--- src/rtl/pdc_params.svh ---
// Purpose: Offsets, field positions, reset values and codes of the DMA engine
// Assumes: Included by the package and the engine
// Notes:   Definitions only
`ifndef PDC_PARAMS_SVH
`define PDC_PARAMS_SVH

// ============================================================
// Item size codes
`define PDC_SIZE_BYTE 2'h0
`define PDC_SIZE_HALF 2'h1
`define PDC_SIZE_WORD 2'h2

// ============================================================
// Mode word field positions
`define PDC_MODE_SIZE_LSB 0
`define PDC_MODE_SIZE_MSB 1
`define PDC_MODE_RING_BIT 2

// ============================================================
// Identity code layout: top bit gives direction, low bits the interface
`define PDC_PID_WIDTH 8
`define PDC_PID_DIR_BIT 7
`define PDC_PERIPH_BASE 32'h4000_0000
`define PDC_PERIPH_STRIDE 32'h0000_0100

// ============================================================
// Reset values
`define PDC_RST_WORD 32'h0000_0000
`define PDC_RST_COUNT 16'h0000
`define PDC_RST_PID 8'h00

`endif

--- src/rtl/pdc_pkg.sv ---
// Purpose: Types of the peripheral DMA engine
// Assumes: pdc_params.svh supplies the codes
// Notes:   Types only
`include "pdc_params.svh"

package pdc_pkg;

  // ============================================================
  // Item size
  typedef enum logic [1:0] {
    PDC_BYTE = `PDC_SIZE_BYTE,
    PDC_HALF = `PDC_SIZE_HALF,
    PDC_WORD = `PDC_SIZE_WORD
  } pdc_size_t;

  // ============================================================
  // Transfer sequencer, Gray along idle, source, destination
  typedef enum logic [1:0] {
    PDC_IDLE = 2'h0,
    PDC_SRC = 2'h1,
    PDC_DST = 2'h3
  } pdc_state_t;

  typedef logic [`PDC_PID_WIDTH-1:0] pdc_pid_t;

endpackage

--- src/rtl/pdc_peripheral_dma_engine.sv ---
// Purpose: Multi-channel peripheral DMA engine, one item moved at a time
// Assumes: Peripherals and memory share clk; channel config arrives as plain strobes
// Notes:   Overview of operation below
//
// Overview of operation
// - Each channel holds pointer, counter, both reloads and peripheral selection
// - Peripheral raises request; engine acknowledges when its item transfer starts
// - While clocks are held for sleep, everything freezes and later resumes
// - Identity code selects direction, handshake interface and holding register address
// - Pointer advances by 1, 2 or 4 after each finished item
// - Enabled channel starts at once after non-zero count or reload write
// - Counter counts items regardless of size, minus one per item
// - Pointer and counter are always visible live on outputs
// - Counter zero with non-zero reload copies both reloads into live registers
// - Without wraparound, both reload values clear right after each reload
// - Reload count write while counter zero loads counter and pointer directly
// - With wraparound set, reload values are kept and buffer repeats
// - Each channel has own item size: byte, halfword or word
// - Peripheral data bit n is register bit n; bits above item zeroed
// - Memory accesses use item size; misaligned pointer counts as access fault
// - On strobe enables, off strobe disables; enabled state is readable
// - Enabled channel serves requests while counter or reload is non-zero
// - Optional interrupt when a channel's buffers are all finished
// - Channels keep independent configuration and independent request service
// - Lowest numbered requesting channel is served first
// - Memory fault sets fault flag and stops channel until fault clear strobe
// - Reload-zero and finished flags shown per channel
`timescale 1ns/1ps
`default_nettype none
`include "pdc_params.svh"

module pdc_peripheral_dma_engine #(
  parameter int NUM_CH = 4,
  parameter int NUM_IF = 8
) (
  // Clock and reset
  input wire logic clk,
  input wire logic reset,
  // Sleep hold
  input wire logic sleep_hold,
  // Channel configuration strobes and data
  input wire logic [31:0] cfg_wdata,
  input wire logic [NUM_CH-1:0] cfg_wr_pointer,
  input wire logic [NUM_CH-1:0] cfg_wr_counter,
  input wire logic [NUM_CH-1:0] cfg_wr_pointer_reload,
  input wire logic [NUM_CH-1:0] cfg_wr_counter_reload,
  input wire logic [NUM_CH-1:0] cfg_wr_select,
  input wire logic [NUM_CH-1:0] cfg_wr_mode,
  input wire logic [NUM_CH-1:0] channel_on_strobe,
  input wire logic [NUM_CH-1:0] channel_off_strobe,
  input wire logic [NUM_CH-1:0] fault_clear_strobe,
  input wire logic [NUM_CH-1:0] irq_enable,
  // Channel state
  output logic [NUM_CH-1:0][31:0] memory_pointer,
  output logic [NUM_CH-1:0][15:0] item_counter,
  output logic [NUM_CH-1:0][31:0] pointer_reload_value,
  output logic [NUM_CH-1:0][15:0] counter_reload_value,
  output pdc_pkg::pdc_pid_t [NUM_CH-1:0] peripheral_select_reg,
  output pdc_pkg::pdc_size_t [NUM_CH-1:0] item_size_field,
  output logic [NUM_CH-1:0] wraparound_enable,
  output logic [NUM_CH-1:0] channel_enabled,
  output logic [NUM_CH-1:0] access_fault_flag,
  output logic [NUM_CH-1:0] reload_zero_flag,
  output logic [NUM_CH-1:0] finished_flag,
  output logic [NUM_CH-1:0] irq_req,
  // Peripheral handshake
  input wire logic [NUM_IF-1:0] periph_req,
  output logic [NUM_IF-1:0] periph_ack,
  // Peripheral register access
  output logic per_valid,
  output logic per_write,
  output logic [31:0] per_addr,
  output logic [31:0] per_wdata,
  input wire logic per_ready,
  input wire logic [31:0] per_rdata,
  // Memory master
  output logic mem_valid,
  output logic mem_write,
  output logic [31:0] mem_addr,
  output pdc_pkg::pdc_size_t mem_size,
  output logic [31:0] mem_wdata,
  input wire logic mem_ready,
  input wire logic [31:0] mem_rdata,
  input wire logic mem_fault
);
  import pdc_pkg::*;

  localparam int CW = (NUM_CH > 1) ? $clog2(NUM_CH) : 1;
  localparam int IW = (NUM_IF > 1) ? $clog2(NUM_IF) : 1;

  // ============================================================
  // Parameter check
  if (NUM_CH < 1 || NUM_CH > 32 || NUM_IF < 1 || NUM_IF > (1 << (`PDC_PID_WIDTH - 1)))
  begin : g_bad_params
    $error("pdc_peripheral_dma_engine: unsupported channel or interface count");
  end

  // ============================================================
  // Helper functions
  function automatic logic [31:0] size_step(input pdc_size_t s);
    size_step = (s == PDC_BYTE) ? 32'h0000_0001 : (s == PDC_HALF) ? 32'h0000_0002 : 32'h0000_0004;
  endfunction

  function automatic logic [31:0] mask_item(input logic [31:0] d, input pdc_size_t s);
    mask_item = (s == PDC_BYTE) ? {24'h00_0000, d[7:0]} :
                (s == PDC_HALF) ? {16'h0000, d[15:0]} : d;
  endfunction

  function automatic logic misaligned(input logic [31:0] a, input pdc_size_t s);
    misaligned = (s == PDC_HALF) ? a[0] : (s == PDC_WORD) ? (a[1:0] != 2'h0) : 1'b0;
  endfunction

  function automatic logic [IW-1:0] pid_if(input pdc_pid_t p);
    pid_if = IW'(p[`PDC_PID_DIR_BIT-1:0] % NUM_IF);
  endfunction

  function automatic logic [31:0] pid_addr(input pdc_pid_t p);
    pid_addr = `PDC_PERIPH_BASE + `PDC_PERIPH_STRIDE * 32'(p[`PDC_PID_DIR_BIT-1:0]);
  endfunction

  function automatic pdc_size_t size_code(input logic [1:0] v);
    size_code = (v == `PDC_SIZE_BYTE) ? PDC_BYTE : (v == `PDC_SIZE_HALF) ? PDC_HALF : PDC_WORD;
  endfunction

  // ============================================================
  // Per-channel registers
  logic [NUM_CH-1:0][31:0] ptr_q;
  logic [NUM_CH-1:0][15:0] cnt_q;
  logic [NUM_CH-1:0][31:0] ptr_rl_q;
  logic [NUM_CH-1:0][15:0] cnt_rl_q;
  pdc_pid_t [NUM_CH-1:0] pid_q;
  pdc_size_t [NUM_CH-1:0] size_q;
  logic [NUM_CH-1:0] ring_q;
  logic [NUM_CH-1:0] en_q;
  logic [NUM_CH-1:0] fault_q;

  // ============================================================
  // Sequencer registers
  pdc_state_t state_q;
  logic [CW-1:0] cur_ch_q;
  logic cur_tx_q;
  pdc_size_t cur_size_q;
  logic [31:0] cur_mem_q;
  logic [31:0] cur_per_q;
  logic [31:0] data_q;

  // ============================================================
  // Arbitration
  logic [NUM_CH-1:0] ch_want;
  logic [NUM_CH-1:0] ch_req_live;
  logic [CW-1:0] grant_ch;
  logic grant;
  logic src_done;
  logic dst_done;
  logic item_done;
  logic item_fault;

  for (genvar c = 0; c < NUM_CH; c++)
  begin : g_want
    assign ch_req_live[c] = periph_req[pid_if(pid_q[c])];
    assign ch_want[c] = en_q[c] && !fault_q[c] && (cnt_q[c] != 16'h0000) && ch_req_live[c];
  end

  function automatic logic [CW-1:0] lowest(input logic [NUM_CH-1:0] v);
    lowest = '0;
    for (int i = NUM_CH - 1; i >= 0; i--)
    begin
      if (v[i])
      begin
        lowest = CW'(i);
      end
    end
  endfunction

  assign grant_ch = lowest(ch_want);
  assign grant = (state_q == PDC_IDLE) && (ch_want != '0) && !sleep_hold;

  // Source read: memory for transmit, peripheral for receive
  assign src_done = (state_q == PDC_SRC) && !sleep_hold && (cur_tx_q ? mem_ready : per_ready);
  assign dst_done = (state_q == PDC_DST) && !sleep_hold && (cur_tx_q ? per_ready : mem_ready);
  assign item_fault = !sleep_hold && (((state_q == PDC_SRC) && cur_tx_q && mem_ready && mem_fault) ||
                      ((state_q == PDC_DST) && !cur_tx_q && mem_ready && mem_fault));
  assign item_done = dst_done && !item_fault;

  // Acknowledge as the item transfer starts
  for (genvar k = 0; k < NUM_IF; k++)
  begin : g_ack
    assign periph_ack[k] = grant && (pid_if(pid_q[grant_ch]) == IW'(k));
  end

  // ============================================================
  // Sequencer
  always_ff @(posedge clk)
  begin
    if (reset)
    begin
      state_q <= PDC_IDLE;
      cur_ch_q <= '0;
      cur_tx_q <= 1'b0;
      cur_size_q <= PDC_BYTE;
      cur_mem_q <= `PDC_RST_WORD;
      cur_per_q <= `PDC_RST_WORD;
      data_q <= `PDC_RST_WORD;
    end
    else
    begin
      unique case (state_q)
        PDC_IDLE:
        begin
          if (grant)
          begin
            state_q <= PDC_SRC;
            cur_ch_q <= grant_ch;
            cur_tx_q <= pid_q[grant_ch][`PDC_PID_DIR_BIT];
            cur_size_q <= size_q[grant_ch];
            cur_mem_q <= ptr_q[grant_ch];
            cur_per_q <= pid_addr(pid_q[grant_ch]);
          end
        end
        PDC_SRC:
        begin
          if (item_fault || (src_done && !cur_tx_q && misaligned(cur_mem_q, cur_size_q)) ||
              (!sleep_hold && cur_tx_q && misaligned(cur_mem_q, cur_size_q)))
          begin
            state_q <= PDC_IDLE;
          end
          else if (src_done)
          begin
            state_q <= PDC_DST;
            data_q <= mask_item(cur_tx_q ? mem_rdata : per_rdata, cur_size_q);
          end
        end
        PDC_DST:
        begin
          if (dst_done || item_fault)
          begin
            state_q <= PDC_IDLE;
          end
        end
      endcase
    end
  end

  // ============================================================
  // Bus strobes
  logic tx_mis;
  assign tx_mis = (state_q == PDC_SRC) && cur_tx_q && misaligned(cur_mem_q, cur_size_q);
  assign mem_valid = !sleep_hold && !tx_mis && (((state_q == PDC_SRC) && cur_tx_q) ||
                     ((state_q == PDC_DST) && !cur_tx_q && !misaligned(cur_mem_q, cur_size_q)));
  assign mem_write = (state_q == PDC_DST);
  assign mem_addr = cur_mem_q;
  assign mem_size = cur_size_q;
  assign mem_wdata = data_q;
  assign per_valid = !sleep_hold && (((state_q == PDC_SRC) && !cur_tx_q) || ((state_q == PDC_DST) && cur_tx_q));
  assign per_write = (state_q == PDC_DST);
  assign per_addr = cur_per_q;
  assign per_wdata = data_q;

  // Misalignment detected before the memory phase counts as a fault
  logic [NUM_CH-1:0] fault_set;
  logic mis_hit;
  assign mis_hit = (!sleep_hold && tx_mis) ||
                   (src_done && !cur_tx_q && misaligned(cur_mem_q, cur_size_q));
  for (genvar c = 0; c < NUM_CH; c++)
  begin : g_fault
    assign fault_set[c] = (item_fault || mis_hit) && (cur_ch_q == CW'(c));
  end

  // ============================================================
  // Channel registers
  always_ff @(posedge clk)
  begin
    if (reset)
    begin
      ptr_q <= '0;
      cnt_q <= '0;
      ptr_rl_q <= '0;
      cnt_rl_q <= '0;
      pid_q <= '0;
      size_q <= {NUM_CH{PDC_BYTE}};
      ring_q <= '0;
      en_q <= '0;
      fault_q <= '0;
    end
    else if (!sleep_hold)
    begin
      for (int c = 0; c < NUM_CH; c++)
      begin
        // Item completion
        if (item_done && cur_ch_q == CW'(c))
        begin
          ptr_q[c] <= ptr_q[c] + size_step(size_q[c]);
          cnt_q[c] <= cnt_q[c] - 16'h0001;
        end
        // Reload when counter is zero
        if (cnt_q[c] == 16'h0000 && cnt_rl_q[c] != 16'h0000 && !(state_q != PDC_IDLE && cur_ch_q == CW'(c)))
        begin
          ptr_q[c] <= ptr_rl_q[c];
          cnt_q[c] <= cnt_rl_q[c];
          if (!ring_q[c])
          begin
            ptr_rl_q[c] <= `PDC_RST_WORD;
            cnt_rl_q[c] <= `PDC_RST_COUNT;
          end
        end
        // Software writes win over hardware updates
        if (cfg_wr_pointer[c])
        begin
          ptr_q[c] <= cfg_wdata;
        end
        if (cfg_wr_counter[c])
        begin
          cnt_q[c] <= cfg_wdata[15:0];
        end
        if (cfg_wr_pointer_reload[c])
        begin
          ptr_rl_q[c] <= cfg_wdata;
        end
        if (cfg_wr_counter_reload[c])
        begin
          cnt_rl_q[c] <= cfg_wdata[15:0];
          if (cnt_q[c] == 16'h0000 && !cfg_wr_counter[c] && cfg_wdata[15:0] != 16'h0000)
          begin
            cnt_q[c] <= cfg_wdata[15:0];
            ptr_q[c] <= cfg_wr_pointer_reload[c] ? cfg_wdata : ptr_rl_q[c];
            if (!ring_q[c])
            begin
              cnt_rl_q[c] <= `PDC_RST_COUNT;
              ptr_rl_q[c] <= `PDC_RST_WORD;
            end
          end
        end
        if (cfg_wr_select[c])
        begin
          pid_q[c] <= cfg_wdata[`PDC_PID_WIDTH-1:0];
        end
        if (cfg_wr_mode[c])
        begin
          size_q[c] <= size_code(cfg_wdata[`PDC_MODE_SIZE_MSB:`PDC_MODE_SIZE_LSB]);
          ring_q[c] <= cfg_wdata[`PDC_MODE_RING_BIT];
        end
        // Enable and disable
        if (channel_off_strobe[c])
        begin
          en_q[c] <= 1'b0;
        end
        else if (channel_on_strobe[c])
        begin
          en_q[c] <= 1'b1;
        end
        // Fault flag, set wins over clear
        if (fault_set[c])
        begin
          fault_q[c] <= 1'b1;
        end
        else if (fault_clear_strobe[c])
        begin
          fault_q[c] <= 1'b0;
        end
      end
    end
  end

  // ============================================================
  // Visible state
  assign memory_pointer = ptr_q;
  assign item_counter = cnt_q;
  assign pointer_reload_value = ptr_rl_q;
  assign counter_reload_value = cnt_rl_q;
  assign peripheral_select_reg = pid_q;
  assign item_size_field = size_q;
  assign wraparound_enable = ring_q;
  assign channel_enabled = en_q;
  assign access_fault_flag = fault_q;

  for (genvar c = 0; c < NUM_CH; c++)
  begin : g_flags
    assign reload_zero_flag[c] = (cnt_rl_q[c] == 16'h0000);
    assign finished_flag[c] = (cnt_rl_q[c] == 16'h0000) && (cnt_q[c] == 16'h0000);
    assign irq_req[c] = irq_enable[c] && finished_flag[c];
  end

endmodule // pdc_peripheral_dma_engine
`default_nettype wire

--- config.mk ---
export PLATFORM = sky130hd
export DESIGN_NAME = pdc_peripheral_dma_engine
export DESIGN_NICKNAME = d
export VERILOG_FILES = /design/src/rtl/pdc_pkg.sv /design/src/rtl/pdc_peripheral_dma_engine.sv
export VERILOG_INCLUDE_DIRS = /design/src /design/src/rtl
export SDC_FILE = /design/constraint.sdc
export NUM_CORES = 2
export LEC_CHECK = 0
export BUFFER_PORTS_ARGS = -buffer_cell sky130_fd_sc_hd__buf_2
export CAP_MARGIN = 25
export CORE_AREA = 5 5 289 291
export CTS_BUF_LIST = sky130_fd_sc_hd__clkbuf_4 sky130_fd_sc_hd__clkbuf_8 sky130_fd_sc_hd__clkbuf_16
export DETAILED_ROUTE_END_ITERATION = 8
export DIE_AREA = 0 0 294 296
export RECOVER_POWER = 25
export SETUP_SLACK_MARGIN = 0.1
export SLEW_MARGIN = 30
export SYNTH_ARGS = -nofsm -noshare
export SYNTH_HDL_FRONTEND = slang
export SYNTH_SLANG_ARGS = --single-unit
export TNS_END_PERCENT = 5
--- constraint.sdc ---
create_clock -name clk -period 7.8 [get_ports clk]
set_clock_uncertainty 0.2 [all_clocks]
set_input_delay 0.78 -clock clk [delete_from_list [all_inputs] [get_ports clk]]
set_output_delay 0.78 -clock clk [all_outputs]
set_load 0.02 [all_outputs]
==> run metrics <==
Hold Path Sink channel_enabled[3]; PD cells between 200 and 250 nW/um^2; CTS root buffer clkbuf_16; fmax between 150 and 200 MHz; worst r2r src item_counter[27]; Most Crowded Layer GR met2; Final Core Density between 40% and 50%; Slew HR -53.14%; area grow syn2layout 20.42%; worst hold margin 0.1248 ns; crit-path max FO 12; hold path startpoint channel_off_strobe[3]; GRT Overall Usage between 30% and 40%; adder-cell area share of the yosys netlist 1.146%; Crit-path slowest cell nor4_1; first-pass GRT wire length between 200,000 and 250,000 um; die width 294 um; layout cells sized above 1 between 10% and 20%; Die Ht ~300 um; Core Region approximately 80,000 um^2; Mapped Cells about 3,500; Min-Delay Path Class in -> reg; violated checks capacitance limit, slew limit; synthesized area just under 30,000 um^2; critical path launch point type flip-flop; RSZ-0062 raised after global routing no; CP arrival 4.32 ns; count of cell types in the netlist 90; Layout Nets roughly 4,200; maxcap violations 2; Final Cycle Share approximately 70%; final hold viol count 0; hold_buf cts 0; Crit Path Category reg -> out; Mean Syn Cell Area 8.286 um^2; CP endpoint kind output port; largest family of logic cells by synthesized area compound AO/OA/AOI/OAI gates; area leader, netlist dfxtp_1; Pre-Repair DR Iteration Count 8; status finished, violations left; area share of the largest cell type after synthesis 35.75%; slowest cell delay on critical path between 0.7 and 0.8 ns; row count between 100 and 150; antenna viol nets, final 0; Async SR Flop Fraction 0%; XOR/XNOR share of the synthesized area 4.617%; post-synthesis compound-gate area fraction about 27%; Wirelength per Cell 29.72 um; register bit count reported by yosys 515; GRT overflow 0; Simple-Gate Fraction of Synth Area between 10% and 20%; wirelength, routed between 150,000 and 200,000 um; M2 GR Usage around half; Worst-path clk slew about 0.060 ns; met1 usage between 40% and 50%; Detailed Route Iter0 Violations ~4,200; IO Pins 740; R2R Setup Slk approximately 3.4 ns; CP Cell Sequence nor4_1 > nand4_1 > and4_1 > a2111o_1 > and3_1 > buf_4 > o21ai_0 > nor2_1 > buf_2; Max Slew Vio Count between 70 and 80; WHS Path Cells 2; largest net degree at the start of global routing 79; top cells by area, synth dfxtp_1, mux2i_1, a21oi_1; CTS tree done; H-tree depth 2; worst slew pin tran approximately 2.3 ns; Setup-failing EPs final 0; R2R cell count 9; Synth Warn # 0; Final HPWL DP 112,600 um; Vias/cell around 6.2; CTS max path bufs 3; worst endpoint required time about 7 ns; TNS Setup 0 ns; Lkg Pwr 13.41 nW; mux contribution to synthesized area just under 7%; DRC Markers 0; Post-CTS Setup Repair Bufs 0; Worst R2R End mem_addr[10]; initial antenna violation count 10; Placer Congestion 0.9755; via count ~31,000; met3 global-route usage between 10% and 20%; maximum VDD drop around 0.00015 V; Num Clock Sinks ~520; Inserted Clock Buffers 60; PortBufs a little over 700; predominant post-synthesis flop cell dfxtp_1; post-CTS sizing 0; register area share after synthesis a little over a third; clk_lat worst skew 0.67 ns; fin crit period roughly 5.3 ns; Starting Density 35.92%; vias in the first global route 28,460; Post-synth EDFFs 0; die area around 87,000 um^2
-- synthesized netlist by cell type (6+ instances only) --
master	n
nand4_1	53
o211ai_1	40
clkbuf_1	251
a21o_1	19
and4_1	23
nor3b_1	11
o2bb2ai_1	126
a22oi_1	108
o221ai_2	20
a311oi_1	7
a211o_1	14
dfxtp_1	515
xor2_1	51
o221ai_1	35
nand2_1	286
a221oi_1	77
o21ai_1	11
buf_1	13
xnor2_1	101
a2111oi_0	10
o32ai_1	7
and3_1	35
or4_1	11
buf_2	21
and2_1	17
nor4_1	46
mux2_2	24
o21a_1	19
nor2b_1	40
o21ai_0	188
o22ai_1	12
inv_1	65
a221o_1	6
mux2i_1	160
buf_4	62
a21oi_1	239
a31oi_1	17
a211oi_1	87
nand2b_1	19
nor2_1	313
nand3_1	95
ha_1	20
nor3_1	67
a22o_1	14
or3_1	24
-- layout by cell type (no fill, tap or decap), types with 12 or more instances in the layout --
cell,Yosys,routed
and2_1,17,16
and3_1,35,35
o21a_1,19,19
nand3_1,95,93
a211o_1,14,14
clkbuf_4,0,12
clkbuf_16,0,60
a22oi_1,108,108
mux2i_1,160,160
inv_1,65,63
or3_1,24,24
ha_1,20,20
a31oi_1,17,16
o22ai_1,12,12
o221ai_1,35,35
nand4_1,53,53
o221ai_2,20,20
mux2_2,24,24
buf_2,21,488
a21oi_1,239,239
o21ai_0,188,188
xnor2_1,101,101
nor2b_1,40,39
nor3_1,67,66
xor2_1,51,51
dfxtp_1,515,514
conb_1,1,24
nand2_1,286,284
nand2b_1,19,19
buf_4,62,55
nor4_1,46,45
nor2_1,313,306
and4_1,23,23
a22o_1,14,14
a221oi_1,77,77
o211ai_1,40,40
o2bb2ai_1,126,126
clkbuf_1,251,228
a211oi_1,87,87
a21o_1,19,19
-- report_power, final --
group          switching (mW)  leakage, nW  total [mW]  internal (mW)
Sequential              0.269         4.22        3.04           2.78
Combinational            1.01         8.10        1.46          0.453
Clock                    1.26         1.09        3.18           1.92
-- critical path, delay by kind of cell (launching register included) --
kind | cells | cell delay (ns)
simple gates | 5 | 2.19
compound gates | 2 | 0.71
flops | 1 | 0.38
buf+inv | 2 | 0.38
-- cell families (layout without fill, tap and decap cells) --
group	count (synthesis)	count (layout)
compound gates	1107	1107
simple gates	1075	1075
flops	515	515
buf+inv	419	948
mux	187	187
xor+xnor	152	152
fa+ha+maj	24	24
other cells	1	29
-- cell type report --
cell class	count	area [um^2]
clock inverter	27	483.0
tap	1060	1326
fill	8134	45560
sequential	515	10310
timing repair buffer	774	3780
inverter	65	246.5
multi-input combinational	2569	16830
clock buffer	82	1729
antenna	5	12.51
-- routing by layer --
metal	routed length, um	vias to the layer above
met4	6857	8
met3	20120	323
li1	-	13900
met1	58740	15150
met2	65720	2061
met5	63	-
-- worst max path at each step --
stage	start	end	slack, ns	cells past startpoint
floorplan	item_counter[48]	periph_ack[3]	3.95	9
global placement	cfg_wdata[2]	memory_pointer[96]	3.01	8
detailed placement	cfg_wdata[2]	memory_pointer[101]	2.92	8
CTS	item_counter[27]	periph_ack[0]	2.48	9
global route	item_counter[18]	periph_ack[6]	2.18	9
finish	item_counter[27]	periph_ack[0]	2.50	9
-- metrics by stage --
stage / area, um^2 / instances / total power [mW] / setup slack, ns
floorplan: 28920 / 3503 / 3.902 / 3.953
global placement: 32710 / 4981 / 4.515 / 3.015
detailed placement: 32790 / 4983 / 4.524 / 2.924
CTS: 35000 / 5092 / 7.673 / 2.476
global route: 34710 / 5093 / 7.898 / 2.180
finish: 34720 / 5097 / 7.679 / 2.498
(Power assumes the default switching activity.)
